`src/pin_mux_pkg.sv`:
```
// constants for the reset pin and port a pin function select block
// assumes a 16-bit register port with 4-bit word addresses
package pin_mux_pkg;

    // register port geometry
    localparam int unsigned ADDR_W = 4;
    localparam int unsigned DATA_W = 16;

    // number of pins handled: four port a bits plus the reset pin
    localparam int unsigned PORT_A_BITS = 4;
    localparam int unsigned PIN_COUNT   = 5;

    // bit position of the reset pin inside the per-pin registers
    localparam int unsigned RESET_PIN_BIT = 4;

    // register word offsets
    localparam logic [ADDR_W-1:0] OFS_FUNC_SEL  = 4'h0;
    localparam logic [ADDR_W-1:0] OFS_DIRECTION = 4'h1;
    localparam logic [ADDR_W-1:0] OFS_DATA_OUT  = 4'h2;
    localparam logic [ADDR_W-1:0] OFS_PIN_LEVEL = 4'h3;
    localparam logic [ADDR_W-1:0] OFS_PULLUP_EN = 4'h4;
    localparam logic [ADDR_W-1:0] OFS_RST_CAUSE = 4'h5;
    localparam logic [ADDR_W-1:0] OFS_SOFT_RST  = 4'h6;
    localparam logic [ADDR_W-1:0] OFS_DATA_SET  = 4'h7;
    localparam logic [ADDR_W-1:0] OFS_DATA_CLR  = 4'h8;
    localparam logic [ADDR_W-1:0] OFS_DATA_TGL  = 4'h9;

    // values after reset
    localparam logic [PIN_COUNT-1:0] FUNC_SEL_RESET  = 5'h00;
    localparam logic [PIN_COUNT-1:0] DIRECTION_RESET = 5'h00;
    localparam logic [PIN_COUNT-1:0] DATA_OUT_RESET  = 5'h00;
    localparam logic [PIN_COUNT-1:0] PULLUP_RESET    = 5'h1f;

    // reset cause bit positions
    localparam int unsigned CAUSE_POR      = 0;
    localparam int unsigned CAUSE_PIN      = 1;
    localparam int unsigned CAUSE_WATCHDOG = 2;
    localparam int unsigned CAUSE_SOFTWARE = 3;
    localparam int unsigned CAUSE_W        = 4;
    localparam logic [CAUSE_W-1:0] CAUSE_RESET = 4'h1;

    // bit of the soft reset register that requests a reset
    localparam int unsigned SOFT_RST_BIT = 0;

    // internal clocks the chip reset is held after the last source drops
    localparam int unsigned          RST_CNT_W            = 6;
    localparam logic [RST_CNT_W-1:0] RESET_RELEASE_CYCLES = 6'h20;
    localparam logic [RST_CNT_W-1:0] RST_CNT_ONE          = 6'h01;

endpackage

```
`src/pin_function_select.sv`:
```
// function select for the reset pin and port a bits 0 to 3
// assumes pad inputs and reset sources are synchronous to i_mclk
// and that a strobe is one cycle long, never read and write together
//
// Operation
// RULE1: after any reset every pin takes its primary function until software selects another.
// RULE2: a low reset pin puts the whole chip into reset and holds it there.
// RULE3: the chip reset ends on a clock edge a fixed number of clocks after the last source.
// RULE4: the reset pin used as gpio is an input or an open-drain output, never push-pull.
// RULE5: the reset pin used as gpio is no reset source; por, watchdog and software still are.
// RULE6: after reset the reset pin is back in its reset function.
// RULE7: each of port a bits 0 to 3 has its own direction, input or output.
// RULE8: with its alternate chosen, port a bit n drives modulator output n and is output only.
// RULE9: one select bit per pin resets to primary; pins switch in the cycle after a write.
`timescale 1ns/1ps
module pin_function_select (
    input  wire logic                             i_mclk,            // system clock
    input  wire logic                             i_rst,             // power-on, sync, high
    input  wire logic                             i_reset_pin_n,     // reset pad level
    input  wire logic                             i_watchdog_reset,  // watchdog reset, high
    input  wire logic [pin_mux_pkg::ADDR_W-1:0]   i_addr,            // register word address
    input  wire logic [pin_mux_pkg::DATA_W-1:0]   i_wdata,           // register write data
    input  wire logic                             i_wr,              // write strobe
    input  wire logic                             i_rd,              // read strobe
    output logic      [pin_mux_pkg::DATA_W-1:0]   o_rdata,           // read data, next cycle
    input  wire logic [pin_mux_pkg::PORT_A_BITS-1:0] i_modulator_out, // modulator outputs 0-3
    input  wire logic [pin_mux_pkg::PORT_A_BITS-1:0] i_port_a_bit_in, // port a pad levels
    output logic      [pin_mux_pkg::PORT_A_BITS-1:0] o_port_a_bit_out, // port a pad out
    output logic      [pin_mux_pkg::PORT_A_BITS-1:0] o_port_a_bit_oe,  // port a pad enable
    output logic      [pin_mux_pkg::PORT_A_BITS-1:0] o_port_a_pullup,  // port a pull-up on
    output logic                                  o_port_a_bit7_on_reset_pin_out, // pad out
    output logic                                  o_port_a_bit7_on_reset_pin_oe,  // pad enable
    output logic                                  o_reset_pin_pullup, // reset pad pull-up on
    output logic                                  o_chip_rst          // chip reset, high
);
    import pin_mux_pkg::*;

    // per-pin control, bit RESET_PIN_BIT is the reset pin
    logic [PIN_COUNT-1:0] func_sel_q;
    logic [PIN_COUNT-1:0] direction_q;
    logic [PIN_COUNT-1:0] data_out_q;
    logic [PIN_COUNT-1:0] data_out_d;
    logic [PIN_COUNT-1:0] pullup_q;
    logic [PIN_COUNT-1:0] pin_level_q;
    logic [CAUSE_W-1:0]   cause_q;
    logic [CAUSE_W-1:0]   cause_set;
    logic [CAUSE_W-1:0]   cause_clr;
    logic                 soft_req_q;
    logic                 pin_req;
    logic                 any_req;
    logic                 chip_rst;
    logic                 regs_clr;
    logic                 wr_ok;
    logic [DATA_W-1:0]    rdata_d;
    logic [DATA_W-1:0]    rdata_q;
    logic [PIN_COUNT-1:0] wr_bits;

    // the pin counts as reset only while its reset function is chosen
    assign pin_req = ~i_reset_pin_n & ~func_sel_q[RESET_PIN_BIT]; // RULE5

    // every source other than power-on, which the sequencer takes itself
    assign any_req = pin_req | i_watchdog_reset | soft_req_q; // RULE2

    reset_sequencer u_seq (
        .i_mclk       (i_mclk),
        .i_rst        (i_rst),
        .i_req        (any_req),
        .o_rst_active (chip_rst)
    );

    assign o_chip_rst = chip_rst;

    // the block's own control is cleared by every reset of the chip
    assign regs_clr = i_rst | chip_rst;

    // writes during a chip reset are dropped, except the reset cause clear, so the reset state holds
    assign wr_ok   = i_wr & ~regs_clr;
    assign wr_bits = i_wdata[PIN_COUNT-1:0];

    // function select, zero means primary function for every pin
    always_ff @(posedge i_mclk) begin
        if (regs_clr) begin
            func_sel_q <= FUNC_SEL_RESET; // RULE1
        end else if (wr_ok && i_addr == OFS_FUNC_SEL) begin
            func_sel_q <= wr_bits; // RULE9
        end
    end

    // direction, one bit per pin, 1 selects output
    always_ff @(posedge i_mclk) begin
        if (regs_clr) begin
            direction_q <= DIRECTION_RESET;
        end else if (wr_ok && i_addr == OFS_DIRECTION) begin
            direction_q <= wr_bits; // RULE7
        end
    end

    // output data: plain write plus set, clear and toggle aliases
    // the aliases let software move one pin without a read-modify-write
    always_comb begin
        data_out_d = data_out_q;
        if (wr_ok) begin
            unique case (i_addr)
                OFS_DATA_OUT: data_out_d = wr_bits;
                OFS_DATA_SET: data_out_d = data_out_q | wr_bits;
                OFS_DATA_CLR: data_out_d = data_out_q & ~wr_bits;
                OFS_DATA_TGL: data_out_d = data_out_q ^ wr_bits;
                default:      data_out_d = data_out_q;
            endcase
        end
    end

    always_ff @(posedge i_mclk) begin
        if (regs_clr) begin
            data_out_q <= DATA_OUT_RESET;
        end else begin
            data_out_q <= data_out_d;
        end
    end

    // pull-ups stand on during and after reset, software may drop them
    always_ff @(posedge i_mclk) begin
        if (regs_clr) begin
            pullup_q <= PULLUP_RESET;
        end else if (wr_ok && i_addr == OFS_PULLUP_EN) begin
            pullup_q <= wr_bits;
        end
    end

    // pad levels sampled every cycle, readable in any function
    always_ff @(posedge i_mclk) begin
        if (i_rst) begin
            pin_level_q <= '0;
        end else begin
            pin_level_q <= {i_reset_pin_n, i_port_a_bit_in};
        end
    end

    // software reset request lives one cycle; the sequencer stretches it
    always_ff @(posedge i_mclk) begin
        if (regs_clr) begin
            soft_req_q <= 1'b0;
        end else begin
            soft_req_q <= wr_ok && i_addr == OFS_SOFT_RST && i_wdata[SOFT_RST_BIT];
        end
    end

    // reset cause: sticky, write one to clear, a new cause beats the clear
    assign cause_set[CAUSE_POR]      = 1'b0;
    assign cause_set[CAUSE_PIN]      = pin_req;
    assign cause_set[CAUSE_WATCHDOG] = i_watchdog_reset;
    assign cause_set[CAUSE_SOFTWARE] = soft_req_q;
    assign cause_clr = (i_wr && i_addr == OFS_RST_CAUSE) ? i_wdata[CAUSE_W-1:0] : '0;

    // of the resets only power-on reloads it, to the por cause alone, so software can see why it restarted
    always_ff @(posedge i_mclk) begin
        if (i_rst) begin
            cause_q <= CAUSE_RESET;
        end else begin
            cause_q <= (cause_q & ~cause_clr) | cause_set;
        end
    end

    // read mux, unmapped and write-only words read as zero
    always_comb begin
        rdata_d = '0;
        if (i_rd) begin
            unique case (i_addr)
                OFS_FUNC_SEL:  rdata_d[PIN_COUNT-1:0] = func_sel_q;
                OFS_DIRECTION: rdata_d[PIN_COUNT-1:0] = direction_q;
                OFS_DATA_OUT:  rdata_d[PIN_COUNT-1:0] = data_out_q;
                OFS_PIN_LEVEL: rdata_d[PIN_COUNT-1:0] = pin_level_q;
                OFS_PULLUP_EN: rdata_d[PIN_COUNT-1:0] = pullup_q;
                OFS_RST_CAUSE: rdata_d[CAUSE_W-1:0]   = cause_q;
                default:       rdata_d = '0;
            endcase
        end
    end

    // read data stands only in the cycle after the strobe
    always_ff @(posedge i_mclk) begin
        if (i_rst) begin
            rdata_q <= '0;
        end else begin
            rdata_q <= rdata_d;
        end
    end

    assign o_rdata = rdata_q;

    // port a pads: gpio primary, modulator output as the alternate
    // registers feed the cells directly, so a write shows one edge later
    for (genvar n = 0; n < PORT_A_BITS; n++) begin : g_port_a
        pin_cell #(
            .OPEN_DRAIN (1'b0)
        ) u_cell (
            .i_alt_drive (func_sel_q[n]),  // RULE8
            .i_alt_out   (i_modulator_out[n]),
            .i_gpio_en   (~func_sel_q[n]), // RULE9
            .i_dir_out   (direction_q[n]),
            .i_data_out  (data_out_q[n]),
            .o_pad_out   (o_port_a_bit_out[n]),
            .o_pad_oe    (o_port_a_bit_oe[n])
        );
    end

    // reset pad: reset primary, open-drain gpio as the alternate
    pin_cell #(
        .OPEN_DRAIN (1'b1)
    ) u_reset_cell (
        .i_alt_drive (1'b0),
        .i_alt_out   (1'b0),
        .i_gpio_en   (func_sel_q[RESET_PIN_BIT]), // RULE6
        .i_dir_out   (direction_q[RESET_PIN_BIT]),
        .i_data_out  (data_out_q[RESET_PIN_BIT]),
        .o_pad_out   (o_port_a_bit7_on_reset_pin_out),
        .o_pad_oe    (o_port_a_bit7_on_reset_pin_oe) // RULE4
    );

    // pull-up only makes sense while the pad is not driven
    assign o_port_a_pullup    = pullup_q[PORT_A_BITS-1:0] & ~o_port_a_bit_oe;
    assign o_reset_pin_pullup = pullup_q[RESET_PIN_BIT] & ~o_port_a_bit7_on_reset_pin_oe;

endmodule

```
`src/reset_sequencer.sv`:
```
// stretches any reset request into a chip reset held a fixed number of clocks after it
// assumes requests are synchronous to i_mclk
`timescale 1ns/1ps
module reset_sequencer (
    input  wire logic i_mclk,      // system clock
    input  wire logic i_rst,       // power-on reset, sync, active high
    input  wire logic i_req,       // any other qualified reset source
    output logic      o_rst_active // chip reset, active high
);
    import pin_mux_pkg::*;

    logic [RST_CNT_W-1:0] cnt_q;
    logic                 active_q;

    // reload while a source stands, count down once all sources drop
    always_ff @(posedge i_mclk) begin
        if (i_rst || i_req) begin
            cnt_q <= RESET_RELEASE_CYCLES; // RULE3
        end else if (cnt_q != '0) begin
            cnt_q <= cnt_q - RST_CNT_ONE;
        end
    end

    // release lands on a clock edge, never on the source edge itself
    always_ff @(posedge i_mclk) begin
        if (i_rst || i_req) begin
            active_q <= 1'b1; // RULE2
        end else if (cnt_q == RST_CNT_ONE) begin
            active_q <= 1'b0; // RULE3
        end
    end

    // combined so the chip is in reset in the same cycle as the request
    assign o_rst_active = active_q | i_rst | i_req;

endmodule

```
`src/pin_cell.sv`:
```
// one pad driver: alternate output, gpio, or no drive at all
// assumes the pad wire is resolved outside from out and oe
`timescale 1ns/1ps
module pin_cell #(
    parameter bit OPEN_DRAIN = 1'b0 // 1: gpio output may only pull low
) (
    input  wire logic i_alt_drive, // alternate output function chosen
    input  wire logic i_alt_out,   // level from the alternate source
    input  wire logic i_gpio_en,   // gpio function chosen
    input  wire logic i_dir_out,   // gpio direction, 1 = output
    input  wire logic i_data_out,  // gpio output level
    output logic      o_pad_out,   // pad output level
    output logic      o_pad_oe     // pad output enable, high drives
);

    // alternate wins; it is output only, so enable is forced on
    always_comb begin
        o_pad_out = 1'b0;
        o_pad_oe  = 1'b0;
        if (i_alt_drive) begin
            o_pad_out = i_alt_out; // RULE8
            o_pad_oe  = 1'b1;      // RULE8
        end else if (i_gpio_en && OPEN_DRAIN) begin
            // only a low is ever driven; a high is left to the pull-up
            o_pad_out = 1'b0;                   // RULE4
            o_pad_oe  = i_dir_out & ~i_data_out; // RULE4
        end else if (i_gpio_en) begin
            o_pad_out = i_data_out;
            o_pad_oe  = i_dir_out; // RULE7
        end
    end

endmodule

```
`config.mk`:
```
export PLATFORM = sky130hd
export DESIGN_NAME = pin_function_select
export DESIGN_NICKNAME = d
export VERILOG_FILES = /design/src/pin_mux_pkg.sv /design/src/pin_function_select.sv /design/src/reset_sequencer.sv /design/src/pin_cell.sv
export SDC_FILE = /design/constraint.sdc
export NUM_CORES = 1
export LEC_CHECK = 0
export BUFFER_PORTS_ARGS = -buffer_cell sky130_fd_sc_hd__buf_4
export CORE_ASPECT_RATIO = 0.7
export CORE_MARGIN = 10
export CORE_UTILIZATION = 39
export CTS_BUF_LIST = sky130_fd_sc_hd__clkbuf_8 sky130_fd_sc_hd__clkbuf_16
export DETAILED_ROUTE_END_ITERATION = 6
export SKIP_CTS_REPAIR_TIMING = 1
export SYNTH_ARGS = -nofsm -noshare
export SYNTH_HDL_FRONTEND = slang
export SYNTH_SLANG_ARGS = --single-unit
export TNS_END_PERCENT = 100
```
`constraint.sdc`:
```
create_clock -name i_mclk -period 4.3 [get_ports i_mclk]
set_clock_uncertainty 0.15 [all_clocks]
set_input_delay 1.075 -clock i_mclk [delete_from_list [all_inputs] [get_ports i_mclk]]
set_output_delay 1.075 -clock i_mclk [all_outputs]
set_load 0.05 [all_outputs]
```
Word level (Yosys, flattened, before mapping)
Index checks and enable logic that the tools add are counted.

word-level totals
  bits in registers = 53
  output and inout port bits = 32

cells by class
  $add $sub $neg = 1
  equality and inequality tests = 10
  multiplexer cells = 13
  bitwise operators = 24
  reduce and logical (&&, ||, !) cells = 12

operators by type and width
  cell                 number
  $pmux 4 s6           1
  $pmux 5 s4           1
  $eq 4x3->1 const B   4
  $mux 1               9
  $and 4x4->4          2
  $eq 4x2->1 const B   2
  $eq 4x4->1 const B   2
  $not 4->4            2
  $eq 6x1->1 const B   1
  $logic_and 1x1->1    6
  $not 1->1            6
  $reduce_bool 6->1    1
  $sub 6x1->6 const B  1
  $and 5x5->5          1
  $not 5->5            1
  $or 1x1->1           5
  $or 5x5->5           1
  $pmux 1 s5           1
  $xor 5x5->5          1
  $and 1x1->1          4
  $eq 4x1->1 const B   1
  $logic_not 4->1      1
  $mux 4               1
  $or 4x4->4           1
  other kinds (4)      4

Logic depth before layout (Yosys ltp)
Gate-level depths: netlist of the first run.

  word-level depth = 10
  depth in mapped cells = 6

Cells and area by module
A second synthesis of the first run with hierarchy kept.

second synthesis, totals
  cells, all modules = 275
  area total of the unflattened synthesis = 2413.6 um^2

modules (own cells, without submodules)
  module                             times used  cells each  area each (um^2)
  pin_function_select                1           220         1951.9
  reset_sequencer                    1           36          364.1
  pin_cell (g_port_a[0].u_cell ...)  4           4           20.0
  pin_cell (u_reset_cell)            1           3           17.5

Worst setup path after synthesis of the first run
Ideal clock, no wire load.

  path kind = in2out
  from = input i_reset_pin_n
  to = output o_chip_rst
  arrival time = 1959 ps
  data required time = 3075 ps
  slack = 1116 ps
  stages = 4
  buffers on the path = 1
  cell sequence = or2_1 and2_1 buf_6 inv_1

on the way
  cells in the longest elaborated chain, start to end = 5

ends and longest elaborated chain
  element                  line                       source
  start: declaration       pin_function_select.sv:19  input wire logic i_reset_pin_n,
  $not 1->1                pin_function_select.sv:59  assign pin_req = ~i_reset_pin_n & ~func_sel_q[RESET_PIN_BIT];
  $and 1x1->1              pin_function_select.sv:59
  $or 1x1->1 (2 in a row)  pin_function_select.sv:62  assign any_req = pin_req | i_watchdog_reset | soft_req_q;
  $or 1x1->1               reset_sequencer.sv:34      assign o_rst_active = active_q | i_rst | i_req;
  end: declaration         pin_function_select.sv:34  output logic o_chip_rst

Every way passes these cells.

Worst setup path after layout of the first run
  from = input i_rst
  to = output o_chip_rst

on the way
  cells in the longest elaborated chain, start to end = 2

ends and longest elaborated chain
  element                  line                       source
  start: declaration       pin_function_select.sv:18  input wire logic i_rst,
  $or 1x1->1 (2 in a row)  reset_sequencer.sv:34

Every way passes these cells.

==> results of run 1 <==
per-stage QoR:
step	total power [mW]	utilization [%]	instance area (µm²)	hold slack, ps
5_1_grt	0.818	44.8	2760	360
4_1_cts	0.782	44.8	2760	323
3_3_place_gp	0.520	43.3	2670	297
2_1_floorplan	0.497	-	2490	276
6_report	0.778	44.8	2760	314
3_5_place_dp	0.521	43.3	2670	301
sequential cells by signal (all words and copies together) (netlist names):
| name | count |
|---|---|
| u_seq.cnt_q | 6 |
| data_out_q | 5 |
| direction_q | 5 |
| func_sel_q | 5 |
| o_rdata | 5 |
| pin_level_q | 5 |
| pullup_q | 5 |
| cause_q | 4 |
| soft_req_q | 1 |
| u_seq.active_q | 1 |
path summary, 6_finish.rpt:
kind / start / endpoint / slack, ps / depth (start not counted)
setup / recovery: i_rst / o_chip_rst / 990 / 5
hold / removal: cause_q[0]$_SDFF_PP1_ / cause_q[0]$_SDFF_PP1_ / 310 / 1
setup reg to reg: u_seq.active_q$_SDFFE_PP1P_ / data_out_q[4]$_SDFFE_PP0P_ / 2340 / 5
hold reg to reg: cause_q[0]$_SDFF_PP1_ / cause_q[0]$_SDFF_PP1_ / 310 / 1
power groups by stage:
stage                     Combinational (mW)  Sequential [mW]  Clock, mW
final                                  0.112            0.401      0.265
after detailed placement               0.111            0.410          0
after floorplan                       0.0859            0.411          0
after global placement                 0.110            0.410          0
after global routing                   0.123            0.402      0.293
after CTS                              0.112            0.401      0.270
logic make-up after synthesis:
group                    synth area share (%)
AO/OA/AOI/OAI                            13.0
XOR/XNOR                                0.716
adder cells (fa/ha/maj)                  6.14
buffers and inverters                    12.9
flip-flops                               34.4
multiplexers                             6.70
other                                   0.153
AND/OR/NAND/NOR                          26.0
cells in the mapped netlist (2+ instances only):
master / number
nand2_1: 39
a31oi_1: 2
inv_1: 20
buf_2: 8
nor4_1: 4
dfxtp_1: 42
a22oi_1: 3
ha_1: 12
mux2_2: 3
a21oi_1: 17
and3_1: 3
a211oi_1: 2
nor3_1: 3
nand3_1: 11
clkbuf_1: 2
buf_6: 2
buf_4: 21
nand4b_1: 3
mux2i_1: 13
nor2_1: 28
nand4_1: 2
nand2b_1: 2
o21ai_0: 16
buf_1: 2
or2_2: 4
nor2b_1: 11
nor4b_1: 2
o22ai_1: 6
and2_1: 3
and4_1: 2
cell type report:
class,instances,area share (%)
multi-input cells,220,48.2
well taps,78,3.54
repair buffers,43,11.7
inverters,20,2.72
clock inverters,3,0.861
flip-flops and latches,42,30.5
clock buffers,5,2.49
layer usage:
layer	global-route usage (%)	routed length, µm	vias up
met1	18.1	3080	897
met2	17.2	2540	60
li1	-	-	1057
met4	2.04	19	0
met5	0	0	-
met3	3.38	466	2
==> flow_summary.yaml, run 1 <==
run_status:
  outcome: "complete, no violations"
worst_setup_path:
  crit_arrival_ps: 2090
  required_ps: 3070
  path_cells: "buf_4 -> nor4_4 -> and2_1 -> inv_1 -> buf_4"
  cp-start-kind: "input port"
  crit_fanout: 13
  slowest_stage: "nor4_4"
  cp-end-kind: "output pin"
  max_stage_delay_ps: 300
  crit_family: "buffers and inverters"
  path_buf_inv: 3
  crit_path_frequent_cell: "buf_4"
  worstSetupPathType: "input port to output pin"
pwr:
  p_seq_share_pct: 51.5
  p_comb_share_pct: 14.4
  p_clk_share_pct: 34.1
  pwr_density_cell_mw_per_mm2: 282
  sw_frac_of_total_pct: 29.2
  ir_worst_vdd_uv: 217
  p_sw_mw: 0.227
  p_int_mw: 0.551
  power.leakage_nw: 1.17
clocking:
  htree_levels: 2
  cts.sinks: 42
  clk_pin_slew_ps: 90
  cts_root_buf: "clkbuf_8"
  clk_latency_ps: 290
  clockBufferDepth: 2
  cts_tree: "yes"
  cts_buffers: 5
grt:
  grt_pass1_vias: 1870
  antenna_found_initial: 0
  grt_first_pass_wirelength_um: 9940
  grt_use_total_pct: 12.2
  grt_max_degree: 29
  grt_overflow_total: 0
finish:
  fin_cells: 411
  final_layout_size_suffix_gt1_share_pct: 18.0
  mostFrequentLayoutCell: "buf_4"
  n_fill_cell: 638
  diodes: 0
  ff_latch_area_um2: 841
  nets: 378
  layout_common_cells: "buf_4 (43), dfxtp_1 (42), nand2_1 (39)"
  area_growth_pct: 12.8
  multiInputGateArea_mm2: 0.00133
timing:
  finalMaxSlewViolations: 0
  period_needed_ps: 3310
  finalCritPeriodShare_pct: 77.0
  setup_slack_ps: 988
  max_freq_mhz: 302
  setup_violations: 0
  hold_viol: 0
  tns_ps: 0
  rsz0062_at_grt: "no"
yosys:
  synth.distinct_cells: 49
  yosysWarnings: 0
  seq_area_frac_synth_pct: 34.4
  synth_edf_count: 0
  yosys_register_bits: 42
  synth_area_mm2: 0.00245
  synth_top_flop_cell: "dfxtp_1"
  synthTopCellsByArea: "dfxtp_1 (34%), buf_4 (6.4%), ha_1 (6.1%), nand2_1 (6.0%), mux2i_1 (5.3%)"
  synth_top_area_share_pct: 34.4
  avgSynthCellArea_um2: 7.97
  yosys.area.top_type: "dfxtp_1"
  synth-async-reset-ratio_pct: 0
  synth_cells: 307
floorplan:
  initial_core_util_pct: 39.7
  dieArea_mm2: 0.00989
  fp-row-count: 24
  die_w_um: 115
  ios: 66
  dieHeight_um: 86.3
  core_area_mm2: 0.00616
routing:
  ant_nets: 0
  post_drt_wl_per_cell_um: 14.9
  viasPerCell: 4.91
  vias: 2016
  totalWireLength_um: 6110
  firstDrtPassIters: 4
  drc: 0
  first_iter_violations: 168
placement:
  hpwl_um: 4670
  place_congestion: 0.833
  post-place-cells: 403
  dp_slack_ps: 995
  port_buffers: 42
worst_hold_path:
  hold_class: "flop to flop"
job:
  drv_cap: 0
No activity file was read; power rests on OpenSTA's default activity.
==> run 2: changes to the inputs <==
==> constraint.sdc (replaced) <==
create_clock -name i_mclk -period 2.8 [get_ports i_mclk]
set_clock_uncertainty 0.15 [all_clocks]
set_input_delay 0.7 -clock i_mclk [delete_from_list [all_inputs] [get_ports i_mclk]]
set_output_delay 0.7 -clock i_mclk [all_outputs]
set_load 0.05 [all_outputs]
==> run 2 against run 1 <==
Via count grew 1.8%. Largest cell class unchanged. Final area grew 2.2%. Count of clock-buffer cells in the layout is the same. Wire length grew 1.8%. Setup slack lost 680 ps. Highest routed layer unchanged. Critical endpoint unchanged. Sequential share of layout area shrank 0.65 points.
==> flow_summary.yaml, run 2 (synthesis results as in run 1) <==
run_status:
  outcome: "complete, no violations"
clocking:
  cts_buffers: 5
  clk_latency_ps: 300
  clockBufferDepth: 2
  htree_levels: 2
  clk_pin_slew_ps: 80
  cts_root_buf: "clkbuf_8"
  cts.sinks: 42
  cts_tree: "yes"
floorplan:
  ios: 66
  dieArea_mm2: 0.00989
  initial_core_util_pct: 39.7
  core_area_mm2: 0.00616
  fp-row-count: 24
  die_w_um: 115
  dieHeight_um: 86.3
finish:
  multiInputGateArea_mm2: 0.00133
  largest_reg_flops: 6
  n_fill_cell: 623
  nets: 380
  diodes: 0
  area_growth_pct: 15.3
  mostFrequentLayoutCell: "buf_4"
  final_core_util_pct: 45.8
  final_layout_size_suffix_gt1_share_pct: 18.5
  ff_latch_area_um2: 841
  top_register: "u_seq.cnt_q"
  layout_common_cells: "buf_4 (45), dfxtp_1 (42), nand2_1 (39)"
routing:
  firstDrtPassIters: 4
  drt-met1-wl_um: 3150
  met3WireLength_um: 449
  wl_met2_um: 2570
  viasPerCell: 4.97
  first_iter_violations: 214
  drc: 0
  ant_nets: 0
  totalWireLength_um: 6220
  routed.top_layer: "met4"
  post_drt_wl_per_cell_um: 15.1
  vias: 2053
placement:
  hpwl_um: 4670
  dp_slack_ps: 315
  port_buffers: 42
  place_congestion: 0.832
worst_setup_path:
  crit_fanout: 13
  path_buf_inv: 3
  r2r_end: "data_out_q[4]$_SDFFE_PP0P_"
  required_ps: 1950
  r2r_start: "u_seq.active_q$_SDFFE_PP1P_"
  path_depth: 5
  cp-start-kind: "input port"
  crit_path_frequent_cell: "buf_4"
  cp-startpoint: "i_rst"
  r2r_slack_ps: 810
  slowest_stage: "nor4_4"
  cp-end-kind: "output pin"
  max_stage_delay_ps: 310
  worstSetupPathType: "input port to output pin"
  crit_arrival_ps: 1640
  path_cells: "buf_4 -> nor4_4 -> and2_1 -> inv_1 -> buf_4"
  crit_family: "simple AND/OR/NAND/NOR gates"
  endpoint: "o_chip_rst"
  ff2ff_path_depth: 5
pwr:
  pwr_density_cell_mw_per_mm2: 484
  ir_worst_vdd_uv: 289
  power.leakage_nw: 1.21
worst_hold_path:
  hold_class: "flop to flop"
  min_from: "cause_q[0]$_SDFF_PP1_"
timing:
  setup_violations: 0
  tns_ps: 0
  rsz0062_at_grt: "no"
  period_needed_ps: 2490
  finalCritPeriodShare_pct: 88.8
  setup_slack_ps: 313
  max_freq_mhz: 402
  hold_viol: 0
  finalMaxSlewViolations: 0
job:
  drv_cap: 0
grt:
  grt_overflow_total: 0
  grt_max_degree: 29
  grt_pass1_vias: 1936
  grt_use_total_pct: 12.5
  antenna_found_initial: 0
  grt_first_pass_wirelength_um: 10100
-- run 2: per-stage QoR --
step / cell area (µm²) / hold WS (ps) / total power, mW / std cells
4_1_cts: 2820 / 311 / 1.38 / 413
6_report: 2820 / 306 / 1.37 / 413
3_5_place_dp: 2680 / 291 / 0.801 / 405
3_3_place_gp: 2680 / 293 / 0.798 / 405
5_1_grt: 2820 / 325 / 1.42 / 413
2_1_floorplan: 2490 / 276 / 0.763 / 318
-- run 2: final cells by class --
cell class | instances | share of cell area, %
repair buffers | 45 | 12.0
multi-input cells | 220 | 47.2
inverters | 20 | 2.66
well taps | 78 | 3.46
flip-flops and latches | 42 | 29.8
clock inverters | 3 | 2.44
clock buffers | 5 | 2.44
-- run 2: worst min path at each step --
| stage | to | slack (ps) | cells past startpoint |
|---|---|---|---|
| 5_1_grt | cause_q[0]$_SDFF_PP1_ | 320 | 1 |
| 3_3_place_gp | cause_q[0]$_SDFF_PP1_ | 290 | 1 |
| 2_1_floorplan | cause_q[0]$_SDFF_PP1_ | 280 | 1 |
| 3_5_place_dp | cause_q[0]$_SDFF_PP1_ | 290 | 1 |
| 4_1_cts | cause_q[0]$_SDFF_PP1_ | 310 | 1 |
| 6_report | cause_q[0]$_SDFF_PP1_ | 310 | 1 |
-- run 2: metal layers --
| metal | vias up | GRT usage, % |
|---|---|---|
| met2 | 53 | 17.5 |
| met5 | - | 0 |
| met3 | 5 | 3.31 |
| met4 | 0 | 3.06 |
| li1 | 1067 | - |
| met1 | 928 | 18.2 |
-- run 2: power breakdown --
part	switching [mW]	internal, mW
Sequential	0.00728	0.608
Clock	0.220	0.357
Combinational	0.112	0.0605
==> run 3: changes to the inputs <==
--- a/config.mk
+++ b/config.mk
@@ -5,6 +5,7 @@
 export SDC_FILE = /design/constraint.sdc
 export NUM_CORES = 1
 export LEC_CHECK = 0
+export ABC_AREA = 1
 export BUFFER_PORTS_ARGS = -buffer_cell sky130_fd_sc_hd__buf_4
 export CORE_ASPECT_RATIO = 0.7
 export CORE_MARGIN = 10
==> run 3 against run 2 <==
Cell count rose by 17%. Clock power fell by 28%. Via count rose by 15%. Maximum frequency rose by 2.1%. Final area rose by 2.8%. Register-to-register slack improved by 140 ps. Core utilization rose by 0.60 points. Setup slack improved by 52 ps. Area after synthesis rose by 2.9%. Worst hold slack improved by 16 ps. Count of clock-buffer cells in the layout did not move. Critical path type unchanged. Largest cell class unchanged.
==> flow_summary.yaml, run 3 <==
routing:
  post_drt_wl_per_cell_um: 14.7
  drc: 0
  firstDrtPassIters: 4
  ant_nets: 0
  vias: 2358
  viasPerCell: 4.87
  first_iter_violations: 158
  totalWireLength_um: 7110
finish:
  final_layout_size_suffix_gt1_share_pct: 17.0
  nets: 451
  layout_common_cells: "nand2_1 (82), inv_1 (57), buf_4 (44)"
  top_register: "u_seq.cnt_q"
  area_growth_pct: 15.2
  diodes: 0
  largest_reg_flops: 6
  n_fill_cell: 673
  mostFrequentLayoutCell: "nand2_1"
yosys:
  synth-async-reset-ratio_pct: 0
  synth_top_flop_cell: "dfxtp_1"
  synth.distinct_cells: 25
  seq_area_frac_synth_pct: 33.4
  synth_cells: 369
  synth_area_mm2: 0.00252
  synth_edf_count: 0
  avgSynthCellArea_um2: 6.82
  yosys.area.top_type: "dfxtp_1"
  synth_common_cells: "nand2_1 (82), inv_1 (57), dfxtp_1 (42), nand3_1 (36), nor2_1 (34)"
  yosys_register_bits: 42
  synth_most_common_cell: "nand2_1"
  synthTopCellsByArea: "dfxtp_1 (33%), nand2_1 (12%), inv_1 (8.5%), nand3_1 (7.2%), buf_4 (6.3%)"
  synth_top_area_share_pct: 33.4
  yosysWarnings: 0
grt:
  grt_pass1_vias: 2280
  grt_overflow_total: 0
  grt_use_total_pct: 14.3
  antenna_found_initial: 0
  grt_max_degree: 24
  grt_first_pass_wirelength_um: 11400
floorplan:
  fp-row-count: 24
  ios: 66
  dieHeight_um: 87.2
  initial_core_util_pct: 40.3
  die_w_um: 116
  core_area_mm2: 0.00625
  dieArea_mm2: 0.0101
timing:
  finalCritPeriodShare_pct: 87.0
  rsz0062_at_grt: "no"
  tns_ps: 0
  setup_slack_ps: 364
  finalMaxSlewViolations: 0
  hold_viol: 0
  setup_violations: 0
  holdWs_ps: 322
  max_freq_mhz: 411
  period_needed_ps: 2440
worst_setup_path:
  cp-start-kind: "input port"
  max_stage_delay_ps: 250
  cp-end-kind: "output pin"
  path_cells: "buf_4 -> inv_1 -> nand2_1 -> nand3_1 -> nor2_4 -> inv_1 -> buf_4"
  slowest_stage: "buf_4"
  worstSetupPathType: "input port to output pin"
  crit_fanout: 6
  crit_arrival_ps: 1590
  required_ps: 1950
clocking:
  clk_latency_ps: 310
  cts_root_buf: "clkbuf_8"
  htree_levels: 2
  clk_pin_slew_ps: 100
  cts_tree: "yes"
  cts_buffers: 5
  clockBufferDepth: 2
  cts.sinks: 42
pwr:
  power.leakage_nw: 1.44
  ir_worst_vdd_uv: 189
  pwr_density_cell_mw_per_mm2: 416
run_status:
  outcome: "complete, no violations"
placement:
  hpwl_um: 5550
  place_congestion: 0.916
  port_buffers: 42
  dp_slack_ps: 358
worst_hold_path:
  hold_class: "flop to flop"
job:
  drv_cap: 0
[run 3: changes by cell type after synthesis, moves of 6 or more]
cell | previous run | this run
nand3_1 | 11 | 36
nor2_1 | 28 | 34
o211ai_1 | 0 | 16
nand4_1 | 2 | 9
a21oi_1 | 17 | 11
inv_1 | 20 | 57
o22ai_1 | 6 | 0
mux2i_1 | 13 | 0
nand2_1 | 39 | 82
nor2b_1 | 11 | 0
[run 3: path summary, 6_finish.rpt]
path,slack (ps),endpoint,from,cells after the start
max,360,o_chip_rst,i_reset_pin_n,7
min,320,u_seq.cnt_q[3]$_SDFFE_PP0P_,u_seq.cnt_q[3]$_SDFFE_PP0P_,2
max reg2reg,950,data_out_q[3]$_SDFFE_PP0P_,func_sel_q[4]$_SDFFE_PP0P_,8
min reg2reg,320,u_seq.cnt_q[3]$_SDFFE_PP0P_,u_seq.cnt_q[3]$_SDFFE_PP0P_,2
[run 3: final cells by class]
class	instances	area [µm²]	area share (%)
Multi-Input combinational cell	254	1320	45.4
Inverter	58	219	7.55
Clock inverter	3	25.0	0.863
Clock buffer	5	68.8	2.37
Timing Repair Buffer	44	330	11.4
Sequential cell	42	841	29.0
Tap cell	78	97.6	3.37
[run 3: stage by stage]
stage | std cells | util, % | power, mW | area, µm²
final | 484 | 46.4 | 1.21 | 2900
after global routing | 484 | 46.4 | 1.26 | 2900
after CTS | 484 | 46.4 | 1.21 | 2900
after detailed placement | 476 | 44.9 | 0.802 | 2810
after global placement | 476 | 44.9 | 0.801 | 2810
after floorplan | 380 | - | 0.758 | 2560
[run 3: routing by layer]
metal | GRT usage [%] | part of all wire [%]
met3 | 3.79 | 9.4
met1 | 20.3 | 49
met4 | 4.30 | 1.3
met5 | 0 | 0
met2 | 20.5 | 41
[run 3: critical path, delay by kind of cell]
family	cells	cell delay (ps)
and+or+nand+nor	3	260
buffers and inverters	4	620
[run 3: where the power goes]
part           total [mW]  switching [mW]  leakage [nW]  internal (mW)
logic               0.175           0.125          1.06         0.0497
clock network       0.417           0.237        0.0447          0.180
registers           0.615         0.00703         0.341          0.608
[run 3: cells by family (layout without fill, tap and decap cells)]
kind of cell / after synthesis / in the layout / share of synthesized area [%]
AND/OR/NAND/NOR: 179 / 179 / 32.6
buffers and inverters: 84 / 110 / 15.9
AO/OA/AOI/OAI: 50 / 50 / 11.6
flip-flops: 42 / 42 / 33.4
adder cells (fa/ha/maj): 12 / 12 / 5.97
other: 1 / 12 / 0.149
XOR/XNOR: 1 / 1 / 0.348
